$ cat src/rtcr_defines.svh
// register offsets, field positions and reset values of the calendar clock
// assumes a 32-bit apb slave with 8-bit byte addresses
//
// Overview of operation
// - date setup word holds year 23:12, month 11:8, day 4:0, reset zero
// - time setup word holds weekday 26:24 (sunday 0), hours, minutes, seconds
// - leap override bit 8 of control forces the current year to be non-leap
// - alarm compares only enabled fields and matches when all of them agree
// - masked status is raw alarm bit and enable, or force; raw resets zero
// - reading current time captures current date into a holding register
// - one-second tick is the reference clock divided by divider plus one
// - with few match enables the alarm recurs at every new match
`ifndef RTCR_DEFINES_SVH
`define RTCR_DEFINES_SVH

`define RTCR_OFF_DIV     8'h00
`define RTCR_OFF_DSET    8'h04
`define RTCR_OFF_TSET    8'h08
`define RTCR_OFF_CTRL    8'h0c
`define RTCR_OFF_ADSET   8'h10
`define RTCR_OFF_ATSET   8'h14
`define RTCR_OFF_CDATE   8'h18
`define RTCR_OFF_CTIME   8'h1c
`define RTCR_OFF_IRAW    8'h20
`define RTCR_OFF_IEN     8'h24
`define RTCR_OFF_IFRC    8'h28
`define RTCR_OFF_ISTS    8'h2c

`define RTCR_MASK_DATE   32'h00ff_ff1f
`define RTCR_MASK_TIME   32'h071f_3f3f
`define RTCR_MASK_ADATE  32'h17ff_ff1f
`define RTCR_MASK_ATIME  32'hf71f_3f3f
`define RTCR_RST_WORD    32'h0000_0000
`define RTCR_RST_DIV     16'h0000

`define RTCR_YEAR        23:12
`define RTCR_MONTH       11:8
`define RTCR_DAY         4:0
`define RTCR_WDAY        26:24
`define RTCR_HOUR        20:16
`define RTCR_MIN         13:8
`define RTCR_SEC         5:0

`define RTCR_CTRL_EN     0
`define RTCR_CTRL_ACT    1
`define RTCR_CTRL_LOAD   4
`define RTCR_CTRL_LEAP   8
`define RTCR_A_YEAR_ON   26
`define RTCR_A_MONTH_ON  25
`define RTCR_A_DAY_ON    24
`define RTCR_A_GLOBAL    28
`define RTCR_A_ARMED     29
`define RTCR_A_WDAY_ON   31
`define RTCR_A_HOUR_ON   30
`define RTCR_A_MIN_ON    29
`define RTCR_A_SEC_ON    28

`endif

$ cat src/rtcr_pkg.sv
// types shared by the calendar clock files
// assumes nothing beyond the defines header
`default_nettype none
package rtcr_pkg;
  typedef logic [11:0] rtcr_year_t;
  typedef logic [3:0]  rtcr_month_t;
  typedef logic [4:0]  rtcr_day_t;
  typedef logic [2:0]  rtcr_wday_t;
  typedef logic [4:0]  rtcr_hour_t;
  typedef logic [5:0]  rtcr_minsec_t;
endpackage
`default_nettype wire

$ cat src/rtcr_calendar.sv
// running calendar counters, advanced by a one-second tick
// assumes tick and load are single-cycle pulses on clk_sys
`timescale 1ns/1ns
`default_nettype none
module rtcr_calendar
  import rtcr_pkg::*;
(
  // clock and reset
  input  wire logic   clk_sys,
  input  wire logic   rst_n,
  // control
  input  wire logic   tick,
  input  wire logic   load,
  input  wire logic   leap_override,
  // preset values
  input  wire rtcr_year_t   set_year,
  input  wire rtcr_month_t  set_month,
  input  wire rtcr_day_t    set_day,
  input  wire rtcr_wday_t   set_wday,
  input  wire rtcr_hour_t   set_hour,
  input  wire rtcr_minsec_t set_min,
  input  wire rtcr_minsec_t set_sec,
  // running values
  output var rtcr_year_t   year,
  output var rtcr_month_t  month,
  output var rtcr_day_t    day,
  output var rtcr_wday_t   wday,
  output var rtcr_hour_t   hour,
  output var rtcr_minsec_t min,
  output var rtcr_minsec_t sec
);
  logic      is_leap;
  rtcr_day_t dim;

  // century years that are not leap are left to software via the override
  assign is_leap = (year[1:0] == 2'h0) && !leap_override;

  always_comb begin
    unique case (month)
      4'h2:                      dim = is_leap ? 5'h1d : 5'h1c;
      4'h4, 4'h6, 4'h9, 4'hb:    dim = 5'h1e;
      default:                   dim = 5'h1f;
    endcase
  end

  always_ff @(posedge clk_sys or negedge rst_n) begin
    if (!rst_n) begin
      year  <= 12'h000;
      month <= 4'h0;
      day   <= 5'h00;
      wday  <= 3'h0;
      hour  <= 5'h00;
      min   <= 6'h00;
      sec   <= 6'h00;
    end else if (load) begin
      year  <= set_year;
      month <= set_month;
      day   <= set_day;
      wday  <= set_wday;
      hour  <= set_hour;
      min   <= set_min;
      sec   <= set_sec;
    end else if (tick) begin
      sec <= (sec == 6'h3b) ? 6'h00 : sec + 6'h01;
      if (sec == 6'h3b) begin
        min <= (min == 6'h3b) ? 6'h00 : min + 6'h01;
        if (min == 6'h3b) begin
          hour <= (hour == 5'h17) ? 5'h00 : hour + 5'h01;
          if (hour == 5'h17) begin
            wday <= (wday == 3'h6) ? 3'h0 : wday + 3'h1;
            day  <= (day >= dim) ? 5'h01 : day + 5'h01;
            if (day >= dim) begin
              month <= (month >= 4'hc) ? 4'h1 : month + 4'h1;
              if (month >= 4'hc) begin
                year <= year + 12'h001;
              end
            end
          end
        end
      end
    end
  end
endmodule // rtcr_calendar
`default_nettype wire

$ cat src/rtcr_top.sv
// calendar clock register block: apb slave, tick divider, alarm, interrupt
// assumes apb signals come from logic on clk_sys; arst_n may be asynchronous
`timescale 1ns/1ns
`default_nettype none
`include "rtcr_defines.svh"
module rtcr_top
  import rtcr_pkg::*;
(
  // clock and reset
  input  wire logic        clk_sys,
  input  wire logic        arst_n,
  // apb slave
  input  wire logic        psel,
  input  wire logic        penable,
  input  wire logic        pwrite,
  input  wire logic [7:0]  paddr,
  input  wire logic [31:0] pwdata,
  output var  logic [31:0] prdata,
  output var  logic        pready,
  output var  logic        pslverr,
  // interrupt
  output var  logic        irq
);
  logic         rst_meta_r;
  logic         rst_sync_r;
  logic         rst_n;
  logic         pready_r;
  logic         pslverr_r;
  logic [31:0]  prdata_r;
  logic [31:0]  rdata_nxt;
  logic         hit_nxt;
  logic         wr;
  logic         rd;
  logic [15:0]  div_r;
  logic [15:0]  cnt_r;
  logic         tick;
  logic [31:0]  dset_r;
  logic [31:0]  tset_r;
  logic [31:0]  adset_r;
  logic [31:0]  atset_r;
  logic         en_r;
  logic         active_r;
  logic         leap_r;
  logic         load_r;
  logic         armed_r;
  logic         match_r;
  logic         alarm_hit;
  logic         alarm_evt;
  logic         raw_r;
  logic         ien_r;
  logic         ifrc_r;
  logic         ists;
  logic         irq_r;
  logic [31:0]  cur_date;
  logic [31:0]  cur_time;
  logic [31:0]  hold_r;
  rtcr_year_t   c_year;
  rtcr_month_t  c_month;
  rtcr_day_t    c_day;
  rtcr_wday_t   c_wday;
  rtcr_hour_t   c_hour;
  rtcr_minsec_t c_min;
  rtcr_minsec_t c_sec;

  // reset release through two flops; assertion is still immediate
  always_ff @(posedge clk_sys or negedge arst_n) begin
    if (!arst_n) begin
      rst_meta_r <= 1'b0;
      rst_sync_r <= 1'b0;
    end else begin
      rst_meta_r <= 1'b1;
      rst_sync_r <= rst_meta_r;
    end
  end
  assign rst_n = rst_sync_r;

  // apb: one wait-free access phase, read data prepared in the setup cycle
  assign wr = psel && penable && pready_r && pwrite;
  assign rd = psel && penable && pready_r && !pwrite;

  assign cur_date = {8'h00, c_year, c_month, 3'h0, c_day};
  assign cur_time = {5'h00, c_wday, 3'h0, c_hour, 2'h0, c_min, 2'h0, c_sec};
  assign ists     = (raw_r && ien_r) || ifrc_r;

  always_comb begin
    rdata_nxt = `RTCR_RST_WORD;
    hit_nxt   = 1'b1;
    unique case (paddr)
      `RTCR_OFF_DIV:   rdata_nxt = {16'h0000, div_r};
      `RTCR_OFF_DSET:  rdata_nxt = dset_r;
      `RTCR_OFF_TSET:  rdata_nxt = tset_r;
      `RTCR_OFF_CTRL:  rdata_nxt = {23'h00_0000, leap_r, 6'h00, active_r, en_r};
      `RTCR_OFF_ADSET: rdata_nxt = adset_r | {2'h0, armed_r, 29'h0000_0000};
      `RTCR_OFF_ATSET: rdata_nxt = atset_r;
      `RTCR_OFF_CDATE: rdata_nxt = hold_r;
      `RTCR_OFF_CTIME: rdata_nxt = cur_time;
      `RTCR_OFF_IRAW:  rdata_nxt = {31'h0000_0000, raw_r};
      `RTCR_OFF_IEN:   rdata_nxt = {31'h0000_0000, ien_r};
      `RTCR_OFF_IFRC:  rdata_nxt = {31'h0000_0000, ifrc_r};
      `RTCR_OFF_ISTS:  rdata_nxt = {31'h0000_0000, ists};
      default:         hit_nxt   = 1'b0;
    endcase
  end

  always_ff @(posedge clk_sys or negedge rst_n) begin
    if (!rst_n) begin
      pready_r  <= 1'b0;
      pslverr_r <= 1'b0;
      prdata_r  <= `RTCR_RST_WORD;
    end else begin
      pready_r  <= psel && !penable;
      pslverr_r <= psel && !penable && !hit_nxt;
      if (psel && !penable) begin
        prdata_r <= pwrite ? `RTCR_RST_WORD : rdata_nxt;
      end
    end
  end

  // setup and alarm words; reserved bits are never stored
  always_ff @(posedge clk_sys or negedge rst_n) begin
    if (!rst_n) begin
      div_r   <= `RTCR_RST_DIV;
      dset_r  <= `RTCR_RST_WORD;
      tset_r  <= `RTCR_RST_WORD;
      adset_r <= `RTCR_RST_WORD;
      atset_r <= `RTCR_RST_WORD;
    end else if (wr) begin
      if (paddr == `RTCR_OFF_DIV)   div_r   <= pwdata[15:0];
      if (paddr == `RTCR_OFF_DSET)  dset_r  <= pwdata & `RTCR_MASK_DATE;
      if (paddr == `RTCR_OFF_TSET)  tset_r  <= pwdata & `RTCR_MASK_TIME;
      // alarm words are taken as written; the comparator trusts software
      // to drop the global enable before touching them
      if (paddr == `RTCR_OFF_ADSET) adset_r <= pwdata & `RTCR_MASK_ADATE;
      if (paddr == `RTCR_OFF_ATSET) atset_r <= pwdata & `RTCR_MASK_ATIME;
    end
  end

  // control: enable and leap are plain, load pulses for one cycle
  always_ff @(posedge clk_sys or negedge rst_n) begin
    if (!rst_n) begin
      en_r     <= 1'b0;
      leap_r   <= 1'b0;
      load_r   <= 1'b0;
      active_r <= 1'b0;
    end else begin
      load_r   <= wr && (paddr == `RTCR_OFF_CTRL) && pwdata[`RTCR_CTRL_LOAD];
      active_r <= en_r;
      if (wr && (paddr == `RTCR_OFF_CTRL)) begin
        en_r   <= pwdata[`RTCR_CTRL_EN];
        leap_r <= pwdata[`RTCR_CTRL_LEAP];
      end
    end
  end

  // second divider; a divider changed while running takes effect mid-count
  assign tick = active_r && !load_r && (cnt_r >= div_r);

  always_ff @(posedge clk_sys or negedge rst_n) begin
    if (!rst_n) begin
      cnt_r <= 16'h0000;
    end else if (!active_r || load_r || tick) begin
      cnt_r <= 16'h0000;
    end else begin
      cnt_r <= cnt_r + 16'h0001;
    end
  end

  rtcr_calendar u_cal (
    .clk_sys       (clk_sys),
    .rst_n         (rst_n),
    .tick          (tick),
    .load          (load_r),
    .leap_override (leap_r),
    .set_year      (dset_r[`RTCR_YEAR]),
    .set_month     (dset_r[`RTCR_MONTH]),
    .set_day       (dset_r[`RTCR_DAY]),
    .set_wday      (tset_r[`RTCR_WDAY]),
    .set_hour      (tset_r[`RTCR_HOUR]),
    .set_min       (tset_r[`RTCR_MIN]),
    .set_sec       (tset_r[`RTCR_SEC]),
    .year          (c_year),
    .month         (c_month),
    .day           (c_day),
    .wday          (c_wday),
    .hour          (c_hour),
    .min           (c_min),
    .sec           (c_sec)
  );

  // date hold keeps a two-word read coherent across a midnight roll
  // caught at the setup edge, the same edge that snapshots the time word
  always_ff @(posedge clk_sys or negedge rst_n) begin
    if (!rst_n) begin
      hold_r <= `RTCR_RST_WORD;
    end else if (psel && !penable && !pwrite && (paddr == `RTCR_OFF_CTIME)) begin
      hold_r <= cur_date;
    end
  end

  // alarm comparator over the enabled fields only
  always_comb begin
    alarm_hit = adset_r[`RTCR_A_GLOBAL];
    if (adset_r[`RTCR_A_YEAR_ON] && (adset_r[`RTCR_YEAR] != c_year)) alarm_hit = 1'b0;
    if (adset_r[`RTCR_A_MONTH_ON] && (adset_r[`RTCR_MONTH] != c_month)) alarm_hit = 1'b0;
    if (adset_r[`RTCR_A_DAY_ON] && (adset_r[`RTCR_DAY] != c_day)) alarm_hit = 1'b0;
    if (atset_r[`RTCR_A_WDAY_ON] && (atset_r[`RTCR_WDAY] != c_wday)) alarm_hit = 1'b0;
    if (atset_r[`RTCR_A_HOUR_ON] && (atset_r[`RTCR_HOUR] != c_hour)) alarm_hit = 1'b0;
    if (atset_r[`RTCR_A_MIN_ON] && (atset_r[`RTCR_MIN] != c_min)) alarm_hit = 1'b0;
    if (atset_r[`RTCR_A_SEC_ON] && (atset_r[`RTCR_SEC] != c_sec)) alarm_hit = 1'b0;
    if (!active_r) alarm_hit = 1'b0;
  end

  // an event is the start of a match, so partial enables recur
  assign alarm_evt = alarm_hit && !match_r;

  always_ff @(posedge clk_sys or negedge rst_n) begin
    if (!rst_n) begin
      match_r <= 1'b0;
      armed_r <= 1'b0;
    end else begin
      match_r <= alarm_hit;
      armed_r <= adset_r[`RTCR_A_GLOBAL] && active_r;
    end
  end

  // interrupt: sticky raw bit, write one to clear, a new event wins
  always_ff @(posedge clk_sys or negedge rst_n) begin
    if (!rst_n) begin
      raw_r <= 1'b0;
    end else if (alarm_evt) begin
      raw_r <= 1'b1;
    end else if (wr && (paddr == `RTCR_OFF_IRAW) && pwdata[0]) begin
      raw_r <= 1'b0;
    end
  end

  always_ff @(posedge clk_sys or negedge rst_n) begin
    if (!rst_n) begin
      ien_r  <= 1'b0;
      ifrc_r <= 1'b0;
      irq_r  <= 1'b0;
    end else begin
      irq_r <= ists;
      if (wr && (paddr == `RTCR_OFF_IEN))  ien_r  <= pwdata[0];
      if (wr && (paddr == `RTCR_OFF_IFRC)) ifrc_r <= pwdata[0];
    end
  end

  assign prdata  = prdata_r;
  assign pready  = pready_r;
  assign pslverr = pslverr_r;
  assign irq     = irq_r;
endmodule // rtcr_top
`default_nettype wire

$ cat config.mk
export PLATFORM = sky130hd
export DESIGN_NAME = rtcr_top
export DESIGN_NICKNAME = d
export VERILOG_FILES = /design/src/rtcr_pkg.sv /design/src/rtcr_calendar.sv /design/src/rtcr_top.sv
export VERILOG_INCLUDE_DIRS = /design/src
export SDC_FILE = /design/constraint.sdc
export NUM_CORES = 1
export LEC_CHECK = 0
export ABC_AREA = 1
export BUFFER_PORTS_ARGS = -buffer_cell sky130_fd_sc_hd__clkbuf_2
export CAP_MARGIN = 20
export CORE_MARGIN = 2
export CORE_UTILIZATION = 60
export CTS_CLUSTER_DIAMETER = 40
export DETAILED_ROUTE_END_ITERATION = 7
export PLACE_DENSITY = 0.88
export SKIP_CTS_REPAIR_TIMING = 1
export SYNTH_ARGS = -nofsm -noshare
export SYNTH_HDL_FRONTEND = slang
export SYNTH_HIERARCHICAL = 1
export SYNTH_SLANG_ARGS = --single-unit
export TNS_END_PERCENT = 10
$ cat constraint.sdc
create_clock -name clk_sys -period 8.75 [get_ports clk_sys]
set_input_delay 0.4375 -clock clk_sys [delete_from_list [all_inputs] [get_ports clk_sys]]
set_output_delay 0.4375 -clock clk_sys [all_outputs]
set_load 0.05 [all_outputs]
==> results.toml <==
[routing]
drtAntennaViolNets = 0
avgViaCountPerCell = 5.737
drc = 0
drt-pass1-iter-count = 7
wire_per_inst_um = 17.20
routed_wl_um = 34180
vias = 11400
drt-initial-drc-count = 1359

[clocking]
cts_buffer_depth = 3
cts_buffers = 35
htreeDepth = 2
cts_tree = "built"
clkSinkCount = 229
root_buffer = "clkbuf_16"
clkTransAtPathRegs_ns = 0.06
clk_latency_ns = 0.52

[yosys]
yosysWarnings = 6
synth_seq_cells = 229
synth_edf_count = 0
muxShareOfSynthArea = 0.01127
yosysSeqAreaShare = 0.4649
ys_types = 45
avgSynthCellArea_um2 = 7.600
synth_compound_area_frac = 0.1039
ys.flop_type = "dfrtp_1"
syn_inst = 1622
synth-simple-area-share = 0.2900
synth_top_family_by_area = "simple AND/OR/NAND/NOR gates"
synth_xor_area_frac = 0.02345
netlist_area_mm2 = 0.01233
synthAdderAreaFrac = 0.02944
syn_nets = 1696
ys_async_sr_fraction = 1.000

[sta]
tightest_slew_ns = 1.193
fin_crit_sh = 0.3973
finalCriticalPeriod_ns = 3.476
maxSlewViolCount = 0
fin_skew_ns = 0.02680
fmax_mhz = 287.7
hold_viol = 0
finalSetupViolCount = 0
slew_headroom = 0.2037
tns_ns = 0
hold_slack_ns = 0.1571
rsz0062_at_grt = "no"

[die]
core_area_mm2 = 0.02017
die_area_mm2 = 0.02171
die_x_um = 147.3
ioPinCount = 80
die_y_um = 147.3
start_util = 0.6112
num_rows = 52

[setup_path]
cp_data_required_time_ns = 9.13
arrival_ns = 3.86
path_max_fanout = 11
path_cells = "inv_1 > ha_1 > a21oi_1 > o21ai_0 > a21oi_1 > nand3_1 > nand2_1 > inv_1 > nor2_1 > inv_1 > nand2_2 > inv_2 > nor2_1 > a31oi_1"
crit_buf_inv = 4
crit_path_end_kind = "flop"
cp_top_family = "simple AND/OR/NAND/NOR gates"
cpPeakStageDelay_ns = 0.74
crit_slowest_cell = "nor2_1"
path_class = "flop to flop"
crit_path_frequent_cell = "inv_1"
critPathLaunchType = "flop"

[finish]
finalNonFillerCells = 1987
finish.net_count = 1765
diodes = 0
drive_gt1_frac = 0.1206
syn2layout_area_growth_pct = 13.97

[grt]
grt_usage = 0.3207
grt_first_pass_wirelength_um = 55320
grt-ovfl-total = 0
antenna_found_initial = 0
grt_max_degree = 74
grt_pass1_vias = 11220

[power_and_ir_drop]
irDropWorstVdd_mv = 0.1403
p_switching_mw = 0.5965
pwr-share-comb = 0.024
power.internal_mw = 1.957
cellPowerDensity_mw_per_mm2 = 181.8
swShare = 0.2336
leakage_nw = 7.129
p_clk_frac = 0.557
fin_total_pwr_mw = 2.554
seqPwrFrac = 0.419

[placement]
finalWeightedCongestion = 0.8856
dp.final_hpwl_um = 21870
dp.cells = 1923
numPortBuffers = 77

[min_path]
hold_path_class = "input port to flop"

[run_status]
status = "finished clean"

[run]
maxCapViolCount = 0
==> sequential cells by signal, summed over array words and instances, names as in the netlist, 3 cells and up <==
name and cells:
prdata 31, adset_r 25, atset_r 24, dset_r 21, hold_r 21, tset_r 20
cnt_r 16, div_r 16, u_cal/year 12, u_cal/min 6, u_cal/sec 6, u_cal/day 5
u_cal/hour 5, u_cal/month 4, u_cal/wday 3
==> metal layers <==
| metal | part of all wire | routed length [µm] | vias up | global-route usage |
|---|---|---|---|---|
| li1 | - | - | 5268 | - |
| met4 | 0.051 | 1746 | 0 | 0.1755 |
| met1 | 0.38 | 12990 | 5328 | 0.4114 |
| met3 | 0.095 | 3236 | 153 | 0.05621 |
| met5 | 0 | 0 | - | 0 |
| met2 | 0.47 | 16200 | 650 | 0.5208 |
==> layout by cell type, fill, tap and decap left out, types with 19 or more instances in the layout <==
| cell | n |
|---|---|
| a21oi_1 | 26 |
| clkbuf_16 | 36 |
| clkbuf_2 | 77 |
| dfrtp_1 | 228 |
| ha_1 | 29 |
| inv_1 | 161 |
| nand2_1 | 634 |
| nand3_1 | 57 |
| nor2_1 | 101 |
| o21ai_0 | 144 |
| o21ai_1 | 35 |
| xnor2_1 | 19 |
==> power by group through the flow <==
stage               clock network [mW]  registers [mW]  logic [mW]
floorplan                            0            1.10      0.0205
global placement                     0            1.09      0.0589
detailed placement                   0            1.09      0.0601
CTS                               1.43            1.07      0.0608
global route                      1.48            1.07      0.0672
finish                            1.42            1.07      0.0607
==> metrics by stage <==
stage	utilization	area, µm²	worst slack [ns]
after global routing	0.6965	14050	5.235
after floorplan	-	12330	1.896
final	0.6965	14050	5.274
after detailed placement	0.6364	12830	5.497
after global placement	0.6350	12810	5.618
after CTS	0.6960	14040	5.443
==> final timing paths <==
check | start | cells after the start | endpoint | slack, ns
min reg2reg | rst_meta_r | 0 | rst_n | 0.35
min | pwdata[30] | 2 | atset_r[30] | 0.16
max in group asynchronous | rst_n | 2 | u_cal/day[1] | 6.53
max | div_r[15] | 14 | u_cal/min[2] | 5.27
min in group asynchronous | arst_n | 2 | rst_n | 0.24
max reg2reg | div_r[15] | 14 | u_cal/min[2] | 5.27
==> cell type report <==
class	count	area (µm²)
Tap cell	270	337.8
Fill cell	1488	6121
Inverter	167	629.4
Clock inverter	22	264.0
Sequential cell	229	5734
Timing Repair Buffer	87	483.0
Clock buffer	41	939.7
Multi-Input combinational cell	1171	5660
==> Yosys cell counts, types with 7 or more instances <==
master / number / share of area
nand2_1: 634 / 0.19
ha_1: 29 / 0.029
buf_4: 8 / 0.0049
nand2_2: 14 / 0.0071
a31oi_1: 7 / 0.0036
xnor2_1: 19 / 0.013
inv_1: 161 / 0.049
buf_2: 25 / 0.010
nor3_1: 9 / 0.0037
o21ai_1: 35 / 0.014
nand3_1: 57 / 0.023
clkbuf_1: 16 / 0.0049
mux2_2: 7 / 0.0064
xor2_1: 14 / 0.0099
a21oi_1: 27 / 0.011
nand4_1: 13 / 0.0066
dfrtp_1: 229 / 0.46
nor2_1: 102 / 0.031
o21ai_0: 144 / 0.058
==> worst reg2reg max path, delay by kind of cell, from the launching register on <==
family	cells	cell delay (ns)
compound gates	4	0.66
fa+ha+maj	1	0.28
buf+inv	4	0.61
simple gates	5	1.39
flops	1	0.40
==> kinds of logic (layout without fill, tap and decap cells) <==
logic type,count (synthesis),after routing
compound gates,238,238
xor+xnor,33,33
simple gates,858,858
mux,11,11
flops,229,229
fa+ha+maj,29,29
buf+inv,222,317
other cells,2,2
Note: power is estimated with default switching activity, not from simulation.
